## config.mk

```make
export PLATFORM = sky130hd
export DESIGN_NAME = priv_reg_unit
export DESIGN_NICKNAME = d
export VERILOG_FILES = /design/src/rtl/priv_pkg.sv /design/src/rtl/prs_mem.sv /design/src/rtl/irq_arbiter.sv /design/src/rtl/priv_reg_unit.sv
export SDC_FILE = /design/constraint.sdc
export NUM_CORES = 2
export LEC_CHECK = 0
export BUFFER_PORTS_ARGS = -buffer_cell sky130_fd_sc_hd__buf_2
export CAP_MARGIN = 20
export CORE_ASPECT_RATIO = 0.9
export CORE_MARGIN = 5
export CORE_UTILIZATION = 55
export DETAILED_ROUTE_END_ITERATION = 10
export PLACE_DENSITY = 0.76
export RECOVER_POWER = 100
export SLEW_MARGIN = 20
export SYNTH_ARGS = -nofsm -noshare
export SYNTH_HDL_FRONTEND = slang
export SYNTH_SLANG_ARGS = --single-unit
export TNS_END_PERCENT = 30
```

## constraint.sdc

```tcl
create_clock -name clk_i -period 8 [get_ports clk_i]
set_clock_uncertainty 0.1 [all_clocks]
set_input_delay 0.8 -clock clk_i [delete_from_list [all_inputs] [get_ports clk_i]]
set_output_delay 0.8 -clock clk_i [all_outputs]
set_load 0.01 [all_outputs]
```

## src/rtl/priv_pkg.sv

```systemverilog
// Shared constants and decode functions for the privileged register unit
package priv_pkg;
  // ==========================================================
  // Operation codes and access modes
  localparam logic [7:0] OPC_WRITE_PR = 8'hda;
  localparam logic [7:0] OPC_READ_PR = 8'hdb;
  localparam logic [1:0] MODE_KERNEL = 2'h0;
  // ==========================================================
  // Privileged register numbers
  localparam logic [5:0] RN_KSP = 6'h00;
  localparam logic [5:0] RN_ISP = 6'h04;
  localparam logic [5:0] RN_IPL = 6'h12;
  localparam logic [5:0] RN_SIRR = 6'h14;
  localparam logic [5:0] RN_SISR = 6'h15;
  localparam logic [5:0] RN_NICR = 6'h19;
  localparam logic [5:0] RN_ICR = 6'h1a;
  localparam logic [5:0] RN_TXDB = 6'h23;
  localparam logic [5:0] RN_TBIA = 6'h39;
  localparam logic [5:0] RN_TBIS = 6'h3a;
  localparam logic [5:0] RN_SID = 6'h3e;
  localparam logic [5:0] RN_TRANSLATION_PROBE_REGISTER = 6'h3f;
  // ==========================================================
  // Bus-only registers (word index) and field positions
  localparam logic [6:0] WB_IDX_CTRL = 7'h40;
  localparam logic [6:0] WB_IDX_STAT = 7'h41;
  localparam int CTRL_CACHE_EN = 0;
  localparam int CTRL_ERR_EN = 1;
  localparam int CC_N = 3;
  localparam int CC_Z = 2;
  localparam int CC_V = 1;
  localparam int CC_C = 0;
  // ==========================================================
  // Reset values, levels and fault codes
  localparam logic [4:0] IPL_RST = 5'h1f;
  localparam logic [4:0] ERR_IPL = 5'h1d;
  localparam logic [1:0] FLT_NONE = 2'h0;
  localparam logic [1:0] FLT_RSV_INSTR = 2'h1;
  localparam logic [1:0] FLT_RSV_OPND = 2'h2;
  localparam logic [1:0] FLT_ABORT = 2'h3;
  // ==========================================================
  // Register number decoding
  function automatic logic reg_exists(input logic [31:0] rn);
    if (rn > 32'h0000003f) return 1'b0;
    case (rn[5:0])
      6'h00, 6'h01, 6'h02, 6'h03, 6'h04, 6'h08, 6'h09, 6'h0a, 6'h0b, 6'h0c, 6'h0d,
      6'h10, 6'h11, 6'h12, 6'h13, 6'h14, 6'h15, 6'h18, 6'h19, 6'h1a, 6'h1b,
      6'h20, 6'h21, 6'h22, 6'h23, 6'h38, 6'h39, 6'h3a, 6'h3d, 6'h3e, 6'h3f: return 1'b1;
      default: return 1'b0;
    endcase
  endfunction
  function automatic logic reg_read_only(input logic [5:0] rn);
    return (rn == RN_ICR) || (rn == RN_SID);
  endfunction
  function automatic logic reg_write_only(input logic [5:0] rn);
    return (rn == RN_SIRR) || (rn == RN_NICR) || (rn == RN_TXDB) || (rn == RN_TBIA) ||
           (rn == RN_TBIS) || (rn == RN_TRANSLATION_PROBE_REGISTER);
  endfunction
endpackage

```

## src/rtl/prs_mem.sv

```systemverilog
// Storage array for privileged registers without dedicated logic
`timescale 1ns/1ps
module prs_mem
  import priv_pkg::*;
#(
  parameter int AW = 6,
  parameter int DW = 32
)
(
  input wire logic clk_i,
  input wire logic ce_i,
  input wire logic we_i,
  input wire logic [AW-1:0] waddr_i,
  input wire logic [DW-1:0] wdata_i,
  input wire logic [AW-1:0] raddr_i,
  output logic [DW-1:0] rdata_o
);
  logic [DW-1:0] mem [2**AW];

  // ==========================================================
  // Write port and registered read port
  always_ff @(posedge clk_i)
  begin
    if (ce_i)
    begin
      if (we_i)
      begin
        mem[waddr_i] <= wdata_i;
      end
      rdata_o <= mem[raddr_i];
    end
  end
endmodule // prs_mem

```

## src/rtl/irq_arbiter.sv

```systemverilog
// Priority selection of pending interrupt levels against current priority
`timescale 1ns/1ps
module irq_arbiter
  import priv_pkg::*;
(
  input wire logic [15:0] hw_irq_i,
  input wire logic [15:0] sw_req_i,
  input wire logic err_req_i,
  input wire logic [4:0] ipl_i,
  output logic [4:0] lvl_o,
  output logic valid_o
);
  logic [31:0] req;

  // Hardware levels sit above the software levels; level 0 never requests
  assign req = {hw_irq_i, sw_req_i[15:1], 1'b0} | (32'h1 << ERR_IPL) & {32{err_req_i}};

  // Highest requesting level wins
  always_comb
  begin
    lvl_o = 5'h00;
    for (int i = 1; i < 32; i++)
    begin
      if (req[i])
      begin
        lvl_o = 5'(i);
      end
    end
    valid_o = lvl_o > ipl_i;
  end
endmodule // irq_arbiter

```

## src/rtl/priv_reg_unit.sv

```systemverilog
// Privileged register write/read, stack pointer images and interrupt sequencing
//
// Added by the designer: the Wishbone interface to the registers and the register addresses.
`timescale 1ns/1ps
module priv_reg_unit
  import priv_pkg::*;
#(
  parameter int PA_W = 30,
  parameter logic [31:0] SYS_ID = 32'h5a00_0001 // Arbitrary identification value
)
(
  input wire logic clk_i,
  input wire logic rst_i,
  input wire logic ce_i,
  input wire logic wb_cyc_i,
  input wire logic wb_stb_i,
  input wire logic wb_we_i,
  input wire logic [8:0] wb_adr_i,
  input wire logic [3:0] wb_sel_i,
  input wire logic [31:0] wb_dat_i,
  output logic [31:0] wb_dat_o,
  output logic wb_ack_o,
  input wire logic op_valid_i,
  input wire logic [7:0] op_code_i,
  input wire logic [31:0] op_src_i,
  input wire logic [31:0] op_regnum_i,
  input wire logic [1:0] mode_i,
  input wire logic is_flag_i,
  input wire logic [3:0] cc_i,
  input wire logic tb_probe_hit_i,
  input wire logic err_fatal_i,
  input wire logic err_soft_i,
  output logic busy_o,
  output logic op_done_o,
  output logic [1:0] op_fault_o,
  output logic [31:0] op_dst_o,
  output logic [3:0] cc_o,
  output logic tb_inval_all_o,
  output logic tb_inval_one_o,
  input wire logic gr_sp_we_i,
  input wire logic [31:0] gr_sp_dat_i,
  output logic [31:0] sp_o,
  input wire logic ctx_load_i,
  input wire logic [127:0] ctx_sp_i,
  output logic ctx_ready_o,
  input wire logic [15:0] hw_irq_i,
  input wire logic boundary_i,
  input wire logic io_inflight_i,
  output logic boundary_ack_o,
  output logic take_irq_o,
  output logic [4:0] irq_level_o,
  output logic [4:0] priority_level_o,
  input wire logic [PA_W-1:0] pa_i,
  output logic cache_bypass_o
);
  typedef enum logic [1:0] {ST_IDLE, ST_RD_WAIT, ST_WB_WAIT} st_t;

  typedef struct packed {
    st_t st;
    logic [4:0][31:0] sp;
    logic [4:0] priority_level;
    logic [15:0] sisr;
    logic err_pend;
    logic cache_en;
    logic err_en;
    logic [1:0] last_fault;
    logic busy;
    logic done;
    logic [1:0] fault;
    logic [31:0] dst;
    logic [3:0] cc;
    logic ack;
    logic [31:0] wb_dat;
    logic bnd_ack;
    logic take;
    logic [4:0] irq_lvl;
    logic tbia;
    logic tbis;
    logic [31:0] sp_out;
    logic ctx_ready;
    logic bypass;
  } state_t;

  state_t s_r;
  state_t s_nxt;
  logic mem_we;
  logic [5:0] mem_waddr;
  logic [31:0] mem_wdata;
  logic [5:0] mem_raddr;
  logic [31:0] mem_q;
  logic [4:0] arb_lvl;
  logic arb_valid;
  logic [6:0] wb_idx;

  assign wb_idx = wb_adr_i[8:2];

  // Image index equals the stack pointer's register number
  function automatic logic [2:0] sp_sel(input logic [1:0] mode, input logic on_is);
    return on_is ? 3'h4 : {1'b0, mode};
  endfunction

  // Registers held in dedicated logic rather than the storage array
  function automatic logic is_internal(input logic [5:0] rn);
    return (rn <= RN_ISP) || (rn == RN_IPL) || (rn == RN_SISR) || (rn == RN_SID);
  endfunction

  // ==========================================================
  // Submodules
  prs_mem #(.AW(6), .DW(32)) u_mem (
    .clk_i(clk_i),
    .ce_i(ce_i),
    .we_i(mem_we),
    .waddr_i(mem_waddr),
    .wdata_i(mem_wdata),
    .raddr_i(mem_raddr),
    .rdata_o(mem_q)
  );

  irq_arbiter u_arb (
    .hw_irq_i(hw_irq_i),
    .sw_req_i(s_r.sisr),
    .err_req_i(s_r.err_pend & s_r.err_en),
    .ipl_i(s_r.priority_level),
    .lvl_o(arb_lvl),
    .valid_o(arb_valid)
  );

  // ==========================================================
  // Next-state logic
  always_comb
  begin
    logic w_en;
    logic [5:0] w_idx;
    logic [31:0] w_dat;
    logic [5:0] rn;
    logic [31:0] rd_val;
    w_en = 1'b0;
    w_idx = 6'h00;
    w_dat = 32'h0000_0000;
    rn = op_regnum_i[5:0];
    rd_val = 32'h0000_0000;
    s_nxt = s_r;
    s_nxt.done = 1'b0;
    s_nxt.ack = 1'b0;
    s_nxt.bnd_ack = 1'b0;
    s_nxt.take = 1'b0;
    s_nxt.tbia = 1'b0;
    s_nxt.tbis = 1'b0;
    mem_we = 1'b0;
    mem_waddr = 6'h00;
    mem_wdata = 32'h0000_0000;
    mem_raddr = (op_valid_i && s_r.st == ST_IDLE) ? rn : wb_idx[5:0];
    // Context load fills scratchpads; no memory copy used
    if (ctx_load_i && s_r.ctx_ready)
    begin
      for (int i = 0; i < 4; i++)
      begin
        s_nxt.sp[i] = ctx_sp_i[32*i +: 32];
      end
    end
    if (gr_sp_we_i)
    begin
      s_nxt.sp[sp_sel(mode_i, is_flag_i)] = gr_sp_dat_i;
    end
    case (s_r.st)
      ST_IDLE:
      begin
        if (op_valid_i)
        begin
          s_nxt.cc = cc_i;
          s_nxt.fault = FLT_NONE;
          if (mode_i != MODE_KERNEL)
          begin
            s_nxt.fault = FLT_RSV_INSTR;
          end
          else if (!reg_exists(op_regnum_i))
          begin
            s_nxt.fault = FLT_RSV_OPND;
          end
          else if ((op_code_i == OPC_WRITE_PR && reg_read_only(rn)) ||
                   (op_code_i == OPC_READ_PR && reg_write_only(rn)))
          begin
            s_nxt.fault = FLT_RSV_OPND;
          end
          else if (err_fatal_i)
          begin
            s_nxt.fault = FLT_ABORT;
          end
          if (s_nxt.fault != FLT_NONE || (op_code_i != OPC_WRITE_PR &&
              op_code_i != OPC_READ_PR))
          begin
            s_nxt.done = 1'b1;
            s_nxt.last_fault = s_nxt.fault;
          end
          else if (op_code_i == OPC_WRITE_PR)
          begin
            w_en = 1'b1;
            w_idx = rn;
            w_dat = op_src_i;
            s_nxt.done = 1'b1;
            s_nxt.cc[CC_N] = op_src_i[31];
            s_nxt.cc[CC_Z] = (op_src_i == 32'h0000_0000);
            s_nxt.cc[CC_V] = (rn == RN_TRANSLATION_PROBE_REGISTER) ? tb_probe_hit_i : 1'b0;
          end
          else if (is_internal(rn))
          begin
            // Image named by the register number read straight from the same storage
            if (rn <= RN_ISP)
            begin
              rd_val = s_nxt.sp[rn[2:0]];
            end
            else if (rn == RN_IPL)
            begin
              rd_val = {27'h0000000, s_r.priority_level};
            end
            else if (rn == RN_SISR)
            begin
              rd_val = {16'h0000, s_r.sisr};
            end
            else
            begin
              rd_val = SYS_ID;
            end
            s_nxt.dst = rd_val;
            s_nxt.done = 1'b1;
            s_nxt.cc[CC_N] = rd_val[31];
            s_nxt.cc[CC_Z] = (rd_val == 32'h0000_0000);
            s_nxt.cc[CC_V] = 1'b0;
          end
          else
          begin
            s_nxt.st = ST_RD_WAIT;
          end
        end
        // Bus access when the datapath is quiet; skip the cycle of our own ack
        else if (wb_cyc_i && wb_stb_i && !s_r.ack)
        begin
          s_nxt.wb_dat = 32'h0000_0000;
          if (wb_idx == WB_IDX_CTRL)
          begin
            s_nxt.ack = 1'b1;
            s_nxt.wb_dat = {30'h00000000, s_r.err_en, s_r.cache_en};
            if (wb_we_i && wb_sel_i == 4'hf)
            begin
              s_nxt.cache_en = wb_dat_i[CTRL_CACHE_EN];
              s_nxt.err_en = wb_dat_i[CTRL_ERR_EN];
            end
          end
          else if (wb_idx == WB_IDX_STAT)
          begin
            s_nxt.ack = 1'b1;
            s_nxt.wb_dat = {19'h00000, s_r.priority_level, 5'h00, s_r.last_fault, s_r.err_pend};
          end
          else if (!reg_exists({25'h0000000, wb_idx}) || wb_we_i)
          begin
            s_nxt.ack = 1'b1;
            if (wb_we_i && wb_sel_i == 4'hf && reg_exists({25'h0000000, wb_idx}) &&
                !reg_read_only(wb_idx[5:0]))
            begin
              w_en = 1'b1;
              w_idx = wb_idx[5:0];
              w_dat = wb_dat_i;
            end
          end
          else if (wb_idx[5:0] <= RN_ISP)
          begin
            s_nxt.ack = 1'b1;
            s_nxt.wb_dat = s_r.sp[wb_idx[2:0]];
          end
          else if (wb_idx[5:0] == RN_IPL || wb_idx[5:0] == RN_SISR || wb_idx[5:0] == RN_SID)
          begin
            s_nxt.ack = 1'b1;
            s_nxt.wb_dat = (wb_idx[5:0] == RN_IPL) ? {27'h0000000, s_r.priority_level} :
                           (wb_idx[5:0] == RN_SISR) ? {16'h0000, s_r.sisr} : SYS_ID;
          end
          else
          begin
            s_nxt.st = ST_WB_WAIT;
          end
        end
      end
      ST_RD_WAIT:
      begin
        s_nxt.st = ST_IDLE;
        s_nxt.done = 1'b1;
        s_nxt.dst = mem_q;
        s_nxt.cc[CC_N] = mem_q[31];
        s_nxt.cc[CC_Z] = (mem_q == 32'h0000_0000);
        s_nxt.cc[CC_V] = 1'b0;
      end
      ST_WB_WAIT:
      begin
        s_nxt.st = ST_IDLE;
        s_nxt.ack = 1'b1;
        s_nxt.wb_dat = mem_q;
      end
      default:
      begin
        s_nxt.st = ST_IDLE;
      end
    endcase
    // Level requests compared at each boundary
    if (boundary_i)
    begin
      s_nxt.bnd_ack = 1'b1;
      // No interrupt after an I/O-space access
      if (arb_valid && !io_inflight_i)
      begin
        s_nxt.take = 1'b1;
        s_nxt.irq_lvl = arb_lvl;
        s_nxt.priority_level = arb_lvl;
        if (arb_lvl < 5'h10)
        begin
          s_nxt.sisr[arb_lvl[3:0]] = 1'b0;
        end
        if (arb_lvl == ERR_IPL)
        begin
          s_nxt.err_pend = 1'b0;
        end
      end
    end
    // Errors post a request; set wins over clear
    if (err_soft_i || err_fatal_i)
    begin
      s_nxt.err_pend = 1'b1;
    end
    if (w_en)
    begin
      if (w_idx <= RN_ISP)
      begin
        s_nxt.sp[w_idx[2:0]] = w_dat;
      end
      else if (w_idx == RN_IPL)
      begin
        s_nxt.priority_level = w_dat[4:0];
      end
      else if (w_idx == RN_SIRR)
      begin
        if (w_dat[3:0] != 4'h0)
        begin
          s_nxt.sisr[w_dat[3:0]] = 1'b1;
        end
      end
      else if (w_idx == RN_SISR)
      begin
        s_nxt.sisr = {w_dat[15:1], 1'b0};
      end
      else
      begin
        s_nxt.tbia = (w_idx == RN_TBIA);
        s_nxt.tbis = (w_idx == RN_TBIS);
        mem_we = 1'b1;
        mem_waddr = w_idx;
        mem_wdata = w_dat;
      end
    end
    s_nxt.busy = (s_nxt.st != ST_IDLE);
    s_nxt.sp_out = s_nxt.sp[sp_sel(mode_i, is_flag_i)];
    // Hold context switch while the error request is owed
    s_nxt.ctx_ready = !(s_nxt.err_pend && s_nxt.err_en && (ERR_IPL > s_nxt.priority_level));
    // I/O half of physical space never cached
    s_nxt.bypass = !s_r.cache_en || pa_i[PA_W-1];
  end

  // ==========================================================
  // State register
  always_ff @(posedge clk_i)
  begin
    if (rst_i)
    begin
      s_r <= '0;
      s_r.priority_level <= IPL_RST;
      s_r.ctx_ready <= 1'b1;
      s_r.bypass <= 1'b1;
    end
    else if (ce_i)
    begin
      s_r <= s_nxt;
    end
  end

  // Outputs straight from the state register
  assign wb_dat_o = s_r.wb_dat;
  assign wb_ack_o = s_r.ack;
  assign busy_o = s_r.busy;
  assign op_done_o = s_r.done;
  assign op_fault_o = s_r.fault;
  assign op_dst_o = s_r.dst;
  assign cc_o = s_r.cc;
  assign tb_inval_all_o = s_r.tbia;
  assign tb_inval_one_o = s_r.tbis;
  assign sp_o = s_r.sp_out;
  assign ctx_ready_o = s_r.ctx_ready;
  assign boundary_ack_o = s_r.bnd_ack;
  assign take_irq_o = s_r.take;
  assign irq_level_o = s_r.irq_lvl;
  assign priority_level_o = s_r.priority_level;
  assign cache_bypass_o = s_r.bypass;
endmodule // priv_reg_unit

```

# Word-level counts from Yosys, hierarchy flattened
# Memories as Yosys holds them, arrays and structs flattened. A register that Yosys moved wholly into a read port is not among the register bits.
# Index checks and enable logic that the tools add are counted.
dict set report totals {
  ff_bits 304
  mem_bits_rw 2048
  rom_bits 192
  output_inout_bits 121
  wordCells 353
  mem_count 4
}
dict set report classes {
  order_cmp 18
  eq_ne 35
  mux 205
  n_bitwise 6
  reduce_logical 57
}
# memory words width rd rd_clocked_by_memory_dff wr line_no
set mem_list {}
lappend mem_list {u_mem.mem 64 32 1 1 1 prs_mem.sv:18} ;# logic [DW-1:0] mem [2**AW];
lappend mem_list {{(no name shown)} 64 1 1 0 0 priv_pkg.sv:44} ;# case (rn[5:0])
lappend mem_list {{(no name shown)} 64 1 1 0 0 priv_pkg.sv:44}
lappend mem_list {{(no name shown)} 64 1 1 0 0 priv_pkg.sv:44}
# op n
set op_table {}
lappend op_table {{$mux 32} 28}
lappend op_table {{$bwmux 160} 2}
lappend op_table {{$mux 160} 2}
lappend op_table {{$bmux 32 s3} 3}
lappend op_table {{$mux 33} 6}
lappend op_table {{$demux 32 s3} 2}
lappend op_table {{$mux 181} 1}
lappend op_table {{$mux 5} 31}
lappend op_table {{$mux 128} 1}
lappend op_table {{$logic_not 32->1} 3}
lappend op_table {{$mux 6} 16}
lappend op_table {{$mux 31} 3}
lappend op_table {{$mux 16} 5}
lappend op_table {{$mux 35} 2}
lappend op_table {{$pmux 35 s2} 1}
lappend op_table {{$eq 6x5->1 const B} 11}
lappend op_table {{$mux 1} 66}
lappend op_table {{$pmux 33 s2} 1}
lappend op_table {{$eq 6x6->1 const B} 8}
lappend op_table {{$mux 2} 24}
lappend op_table {{$mux 22} 2}
lappend op_table {{$mux 39} 1}
lappend op_table {{$gt 32x6->1 const B} 1}
lappend op_table {{$or 32x30->32} 1}
lappend op_table {{other kinds (37)} 100}

# Longest topological paths before layout
dict set report logic_depth {
  ltp_word 51
  depth_mapped 17
}

# Hierarchy
# Synthesis repeated with hierarchy kept, for this count alone.
dict set report hier_totals {
  hier_cells 6733
  area_unflattened_um2 103351.6
}
# mod n_inst cells_per_inst area_per_inst_um2
set by_module_without_submodules {}
lappend by_module_without_submodules {prs_mem 1 3500 79155.9}
lappend by_module_without_submodules {priv_reg_unit 1 3157 23741.5}
lappend by_module_without_submodules {irq_arbiter 1 76 454.2}

# Least setup slack after synthesis
# Ideal clock, no wire load.
dict set report synth_path {
  kind {input port to flip-flop}
  startpoint {input port wb_adr_i[5]}
  endpoint {memory u_mem.mem[17][0] (enable)}
  arrival_time_ps 7658
  t_required_ps 7305
  path_slack_ps -353
  cell_stages 9
  n_path_buf 2
  path_cell_list {buf_2 -> and2_1 -> a2111o_1 -> a311o_2 -> nor3_2 -> a21o_1 -> buf_2 -> nand2_1 -> a2111oi_0}
}
dict set report synth_via {
  elab_chain_len 33
  elab_cells_between_ends 69
  classes_between {2 x order compare; 7 x eq/ne; 52 x mux; 6 x reduce/logical; 2 x memory}
}
# item line_no
set synth_rtl {}
lappend synth_rtl {{from (decl)} priv_reg_unit.sv:18} ;# input wire logic [8:0] wb_adr_i,
lappend synth_rtl {{$gt 7x6->1} priv_pkg.sv:43} ;# if (rn > 32'h0000003f) return 1'b0;
lappend synth_rtl {{$mux 1} priv_pkg.sv:43}
lappend synth_rtl {{$mux 1} priv_reg_unit.sv:254} ;# else if (!reg_exists({25'h0000000, wb_idx}) || wb_we_i)
lappend synth_rtl {{$mux 1} priv_reg_unit.sv:249} ;# else if (wb_idx == WB_IDX_STAT)
lappend synth_rtl {{$mux 1} priv_reg_unit.sv:239} ;# if (wb_idx == WB_IDX_CTRL)
lappend synth_rtl {{$mux 1} priv_reg_unit.sv:236} ;# else if (wb_cyc_i && wb_stb_i && !s_r.ack)
lappend synth_rtl {{$mux 1} priv_reg_unit.sv:168} ;# if (op_valid_i)
lappend synth_rtl {{$mux 1} priv_reg_unit.sv:165} ;# case (s_r.st)
lappend synth_rtl {{[... 17 more ...]} -}
lappend synth_rtl {{$mux 1} priv_reg_unit.sv:344} ;# else if (w_idx == RN_SISR)
lappend synth_rtl {{$mux 1} priv_reg_unit.sv:337} ;# else if (w_idx == RN_SIRR)
lappend synth_rtl {{$mux 1} priv_reg_unit.sv:333} ;# else if (w_idx == RN_IPL)
lappend synth_rtl {{$mux 1} priv_reg_unit.sv:329} ;# if (w_idx <= RN_ISP)
lappend synth_rtl {{$mux 1} priv_reg_unit.sv:327} ;# if (w_en)
lappend synth_rtl {{$mux 1} prs_mem.sv:26} ;# if (we_i)
lappend synth_rtl {{$mux 1} prs_mem.sv:24} ;# if (ce_i)
lappend synth_rtl {{$mux 1 (implied by the code)} prs_mem.sv:28} ;# mem[waddr_i] <= wdata_i;
lappend synth_rtl {{to (decl)} prs_mem.sv:18}
# Several ways; a longest one is shown, not always the timed one. The select of a mux whose other input is x is not followed.

# Worst setup path in the final report
dict set report layout_path {
  startpoint {register s_r (netlist bit ctx_ready_o)}
  endpoint {register s_r (netlist bit cc_o[2])}
}
dict set report layout_via {
  elab_chain_len 18
}
# item line_no
set layout_rtl {}
lappend layout_rtl {{from (decl)} priv_reg_unit.sv:84} ;# state_t s_r;
lappend layout_rtl {{from (signal assigned)} priv_reg_unit.sv:378} ;# s_r <= s_nxt;
lappend layout_rtl {{$logic_and 1x1->1 (*)} priv_reg_unit.sv:154} ;# if (ctx_load_i && s_r.ctx_ready)
lappend layout_rtl {{$mux 128 (*)} priv_reg_unit.sv:154}
lappend layout_rtl {{$bwmux 160} priv_reg_unit.sv:163} ;# s_nxt.sp[sp_sel(mode_i, is_flag_i)] = gr_sp_dat_i;
lappend layout_rtl {{$mux 160 (*)} priv_reg_unit.sv:161} ;# if (gr_sp_we_i)
lappend layout_rtl {{$bmux 32 s3 (*)} priv_reg_unit.sv:210} ;# rd_val = s_nxt.sp[rn[2:0]];
lappend layout_rtl {{$mux 32 (implied by the code) (*)} priv_reg_unit.sv:210}
lappend layout_rtl {{$mux 32 (*)} priv_reg_unit.sv:208} ;# if (rn <= RN_ISP)
lappend layout_rtl {{$mux 32 (*)} priv_reg_unit.sv:205} ;# else if (is_internal(rn))
lappend layout_rtl {{[... 2 more ...]} -}
lappend layout_rtl {{$mux 32 (*)} priv_reg_unit.sv:168}
lappend layout_rtl {{$mux 32 (*)} priv_reg_unit.sv:165}
lappend layout_rtl {{$logic_not 32->1 (*)} priv_reg_unit.sv:227} ;# s_nxt.cc[CC_Z] = (rd_val == 32'h0000_0000);
lappend layout_rtl {{$mux 35 (*)} priv_reg_unit.sv:205}
lappend layout_rtl {{$mux 3 (*)} priv_reg_unit.sv:195} ;# else if (op_code_i == OPC_WRITE_PR)
lappend layout_rtl {{$mux 35 (*)} priv_reg_unit.sv:189} ;# if (s_nxt.fault != FLT_NONE || (op_code_i != OPC_WRITE_PR &&
lappend layout_rtl {{$mux 39 (*)} priv_reg_unit.sv:168}
lappend layout_rtl {{$pmux 35 s2 (*)} priv_reg_unit.sv:165}
# Every way passes the cells marked *; elsewhere a longest branch is shown, timed or not. The select of a mux whose other input is x is not followed.
# A chain may end at the register's enable or synchronous reset.

==> flow_summary_export.csv <==
group,metric,value,unit
synthesis,yosysTopAreaCell,"edfxtp_1",
routing,wl_met2,150600,microns
synthesis,synth_top_cell_area_share,60.31,%
global_route,first_global_vias,67901,
critical_path,crit_arrival,7.56,ns
synthesis,synth_edf_count,2080,
routing,met1_length,119500,microns
routing,drt_iter0_markers,10072,
layout,final_area,0.1204,sq mm
timing,setup_tns,0,ns
synthesis,synth.distinct_cells,100,
clocking,htree_num_levels,4,
die,ios,465,
global_route,grt_pass1_wl,467800,microns
power,leakage,41.76,nW
clocking,cts_sinks,2384,
routing,dr.max_layer_used,"met5",
synthesis,synthCells,6890,
routing,wirelength,332900,microns
place,gp_congestion,1.012,
clocking,cts_setup_buffers,0,
layout,fillers,13321,
routing,viasPerCell,6.237,
global_route,grt_antenna_before_repair,38,
place,pre_cts_ws,1.906,ns
power,p_per_area,225.2,mW/mm^2
timing,worstMarginPinSlew,4.348,ns
routing,antenna_left,0,
die,die_h,421.7,microns
timing,min_period,6.879,ns
die,fp.dieW,467.4,microns
critical_path,path_max_fanout,60,
synthesis,synth_area_per_cell,15.03,sq um
clocking,clockBufferDepth,3,
synthesis,syn_area,0.1036,sq mm
timing,rsz0062_at_grt,"no",
synthesis,ys_top_cells_by_count,"2080 x edfxtp_1, 531 x mux4_2, 510 x nand2_1",
power,peakVddDrop,0.0002358,V
die,num_rows,151,
timing,finalSetupViolations,0,
clocking,ctsHoldBuffers,0,
status,status,"complete, but fails checks",
timing,whs,0.1027,ns
clocking,cts_tree,"yes",
die,start_util,55.15,%
global_route,grt_start_max_net_pins,137,
worst_hold_path,hp-class,"in -> reg",
clocking,clk_latency,0.88,ns
die,dieArea,0.1971,sq mm
routing,wl_met3,39230,microns
timing,hold_viol_final,0,
routing,dr.pass1.iters,9,
routing,drc_errors,0,
layout,area_growth,16.28,%
layout,fin_util,64.12,%
synthesis,synth_ff_type,"edfxtp_1",
synthesis,synth_seq_area_share,66.19,%
synthesis,synth_most_common_cell,"edfxtp_1",
place,dpl.hpwl,203300,microns
routing,via_count,69995,
timing,setup_ws,1.121,ns
synthesis,ys_top_cells_by_area,"edfxtp_1 60%, mux4_2 12%, dfxtp_1 5.9%",
critical_path,crit_type,"reg -> reg",
clocking,path_clk_slew,0.06,ns
global_route,track_usage,32.81,%
critical_path,worst_ep_required_time,8.68,ns
place,port_buffers,433,
clocking,cts_root_buffer,"clkbuf_16",
clocking,cts_inserted_buffers,227,
critical_path,start_kind,"register",
timing,period_share,85.99,%
synthesis,synth-seq-cells,2384,
timing,timing.fmax,145.4,MHz
timing,slew_headroom,-189.9,%
routing,wire_per_inst,29.67,microns
critical_path,endpoint_kind,"register",
layout,layout.nets,8825,
place,postPlaceCellArea,0.1130,sq mm
global_route,grt_overflow_total,0,
synthesis,ys_warn_count,0,
status,violations,"max-capacitance violations, max-slew violations",
layout,drive_above_1_share,16.92,%
timing,drv_slew,773,
die,core-area,0.1878,sq mm
flow_run,cap_violations,22,
synthesis,async_reset_ff_share,0,%
clocking,ctsResizeCount,0,
cell usage in the layout (no fill, tap or decap), drive strengths merged, types with 15 or more instances in the layout:
cell,synthesis,layout
nand2,510,510
o221ai,24,24
a31o,16,16
mux2i,176,176
a221oi,76,76
nand3,87,87
and3,28,28
nor3,110,110
clkbuf,309,467
a311oi,102,102
o211ai,29,29
nand4,15,15
diode,0,27
nor4,40,40
mux2,35,35
a211o,35,35
dfxtp,304,304
a31oi,68,68
a21oi,367,367
nand2b,15,15
conb,1,1376
o21ai,274,274
clkinv,1,99
nor2b,33,33
o21a,24,24
and2,132,132
buf,324,453
o22ai,27,27
a22oi,75,75
inv,28,31
a211oi,292,292
a22o,56,56
mux4,531,531
edfxtp,2080,2080
nor2,514,514
metal layers:
metal | GRT usage (%) | up-vias
met3 | 8.939 | 1030
li1 | - | 29242
met2 | 49.51 | 4762
met4 | 19.06 | 8
met5 | 0 | -
met1 | 43.19 | 34953
path summary, 6_finish.rpt:
path              slack (ns)             end           start  cells past startpoint
setup / recovery        1.12         cc_o[2]     ctx_ready_o                     11
hold / removal          0.10  cache_bypass_o        pa_i[29]                      3
setup reg to reg        1.12         cc_o[2]     ctx_ready_o                     11
hold reg to reg         0.37  irq_level_o[1]  irq_level_o[1]                      2
final cells by class:
cell class | count | area (sq um) | share of cell area [%]
Timing Repair Buffer | 615 | 3913 | 3.249
Clock inverter | 118 | 1117 | 0.9278
Tap cell | 2524 | 3158 | 2.622
Multi-Input combinational cell | 5219 | 37430 | 31.08
Sequential cell | 2384 | 68550 | 56.92
Antenna cell | 27 | 67.56 | 0.05611
Inverter | 29 | 108.9 | 0.09039
Clock buffer | 306 | 6081 | 5.050
sequential cells by signal, summed over array words and instances (netlist names), 2 cells and up:
signal	cells
op_dst_o	32
wb_dat_o	32
op_fault_o	2
u_mem.rdata_o	32
s_r	183
priority_level_o	5
irq_level_o	5
cc_o	4
sp_o	32
u_mem.mem	2048
through the flow:
step,instances,power [mW]
6_report,11222,27.12
5_1_grt,11208,28.00
4_1_cts,11162,27.13
3_5_place_dp,10738,16.74
3_3_place_gp,10738,16.68
2_1_floorplan,8265,15.88
critical path: stages (launching register included):
cell	delay (ns)
dfxtp_1	0.32
clkbuf_1	1.32
nand2_4	1.07
clkbuf_1	1.11
mux2i_1	0.48
o21ai_0	0.12
a222oi_1	0.22
o221ai_1	0.50
or4_1	0.67
nor4_1	0.39
nand3_1	0.13
o31ai_1	0.27
power by group:
part	internal (mW)	switching, mW	total, mW
registers	13.8	0.219	14.0
logic	0.966	1.60	2.57
clock network	5.79	4.72	10.5
kinds of logic (layout without fill, tap and decap cells):
kind of cell	after synthesis	count (layout)	synth area share, %
muxes	742	742	13.63
and+or+nand+nor	1537	1537	6.738
AOI/OAI and AO/OA	1557	1557	10.27
xor gates and xnor gates	2	2	0.01692
other	1	1403	0.003621
DFF	2384	2384	66.19
buffers and inverters	662	1068	3.090
adders and majority gates	5	5	0.06041
Power figures use the tool's default switching activity.
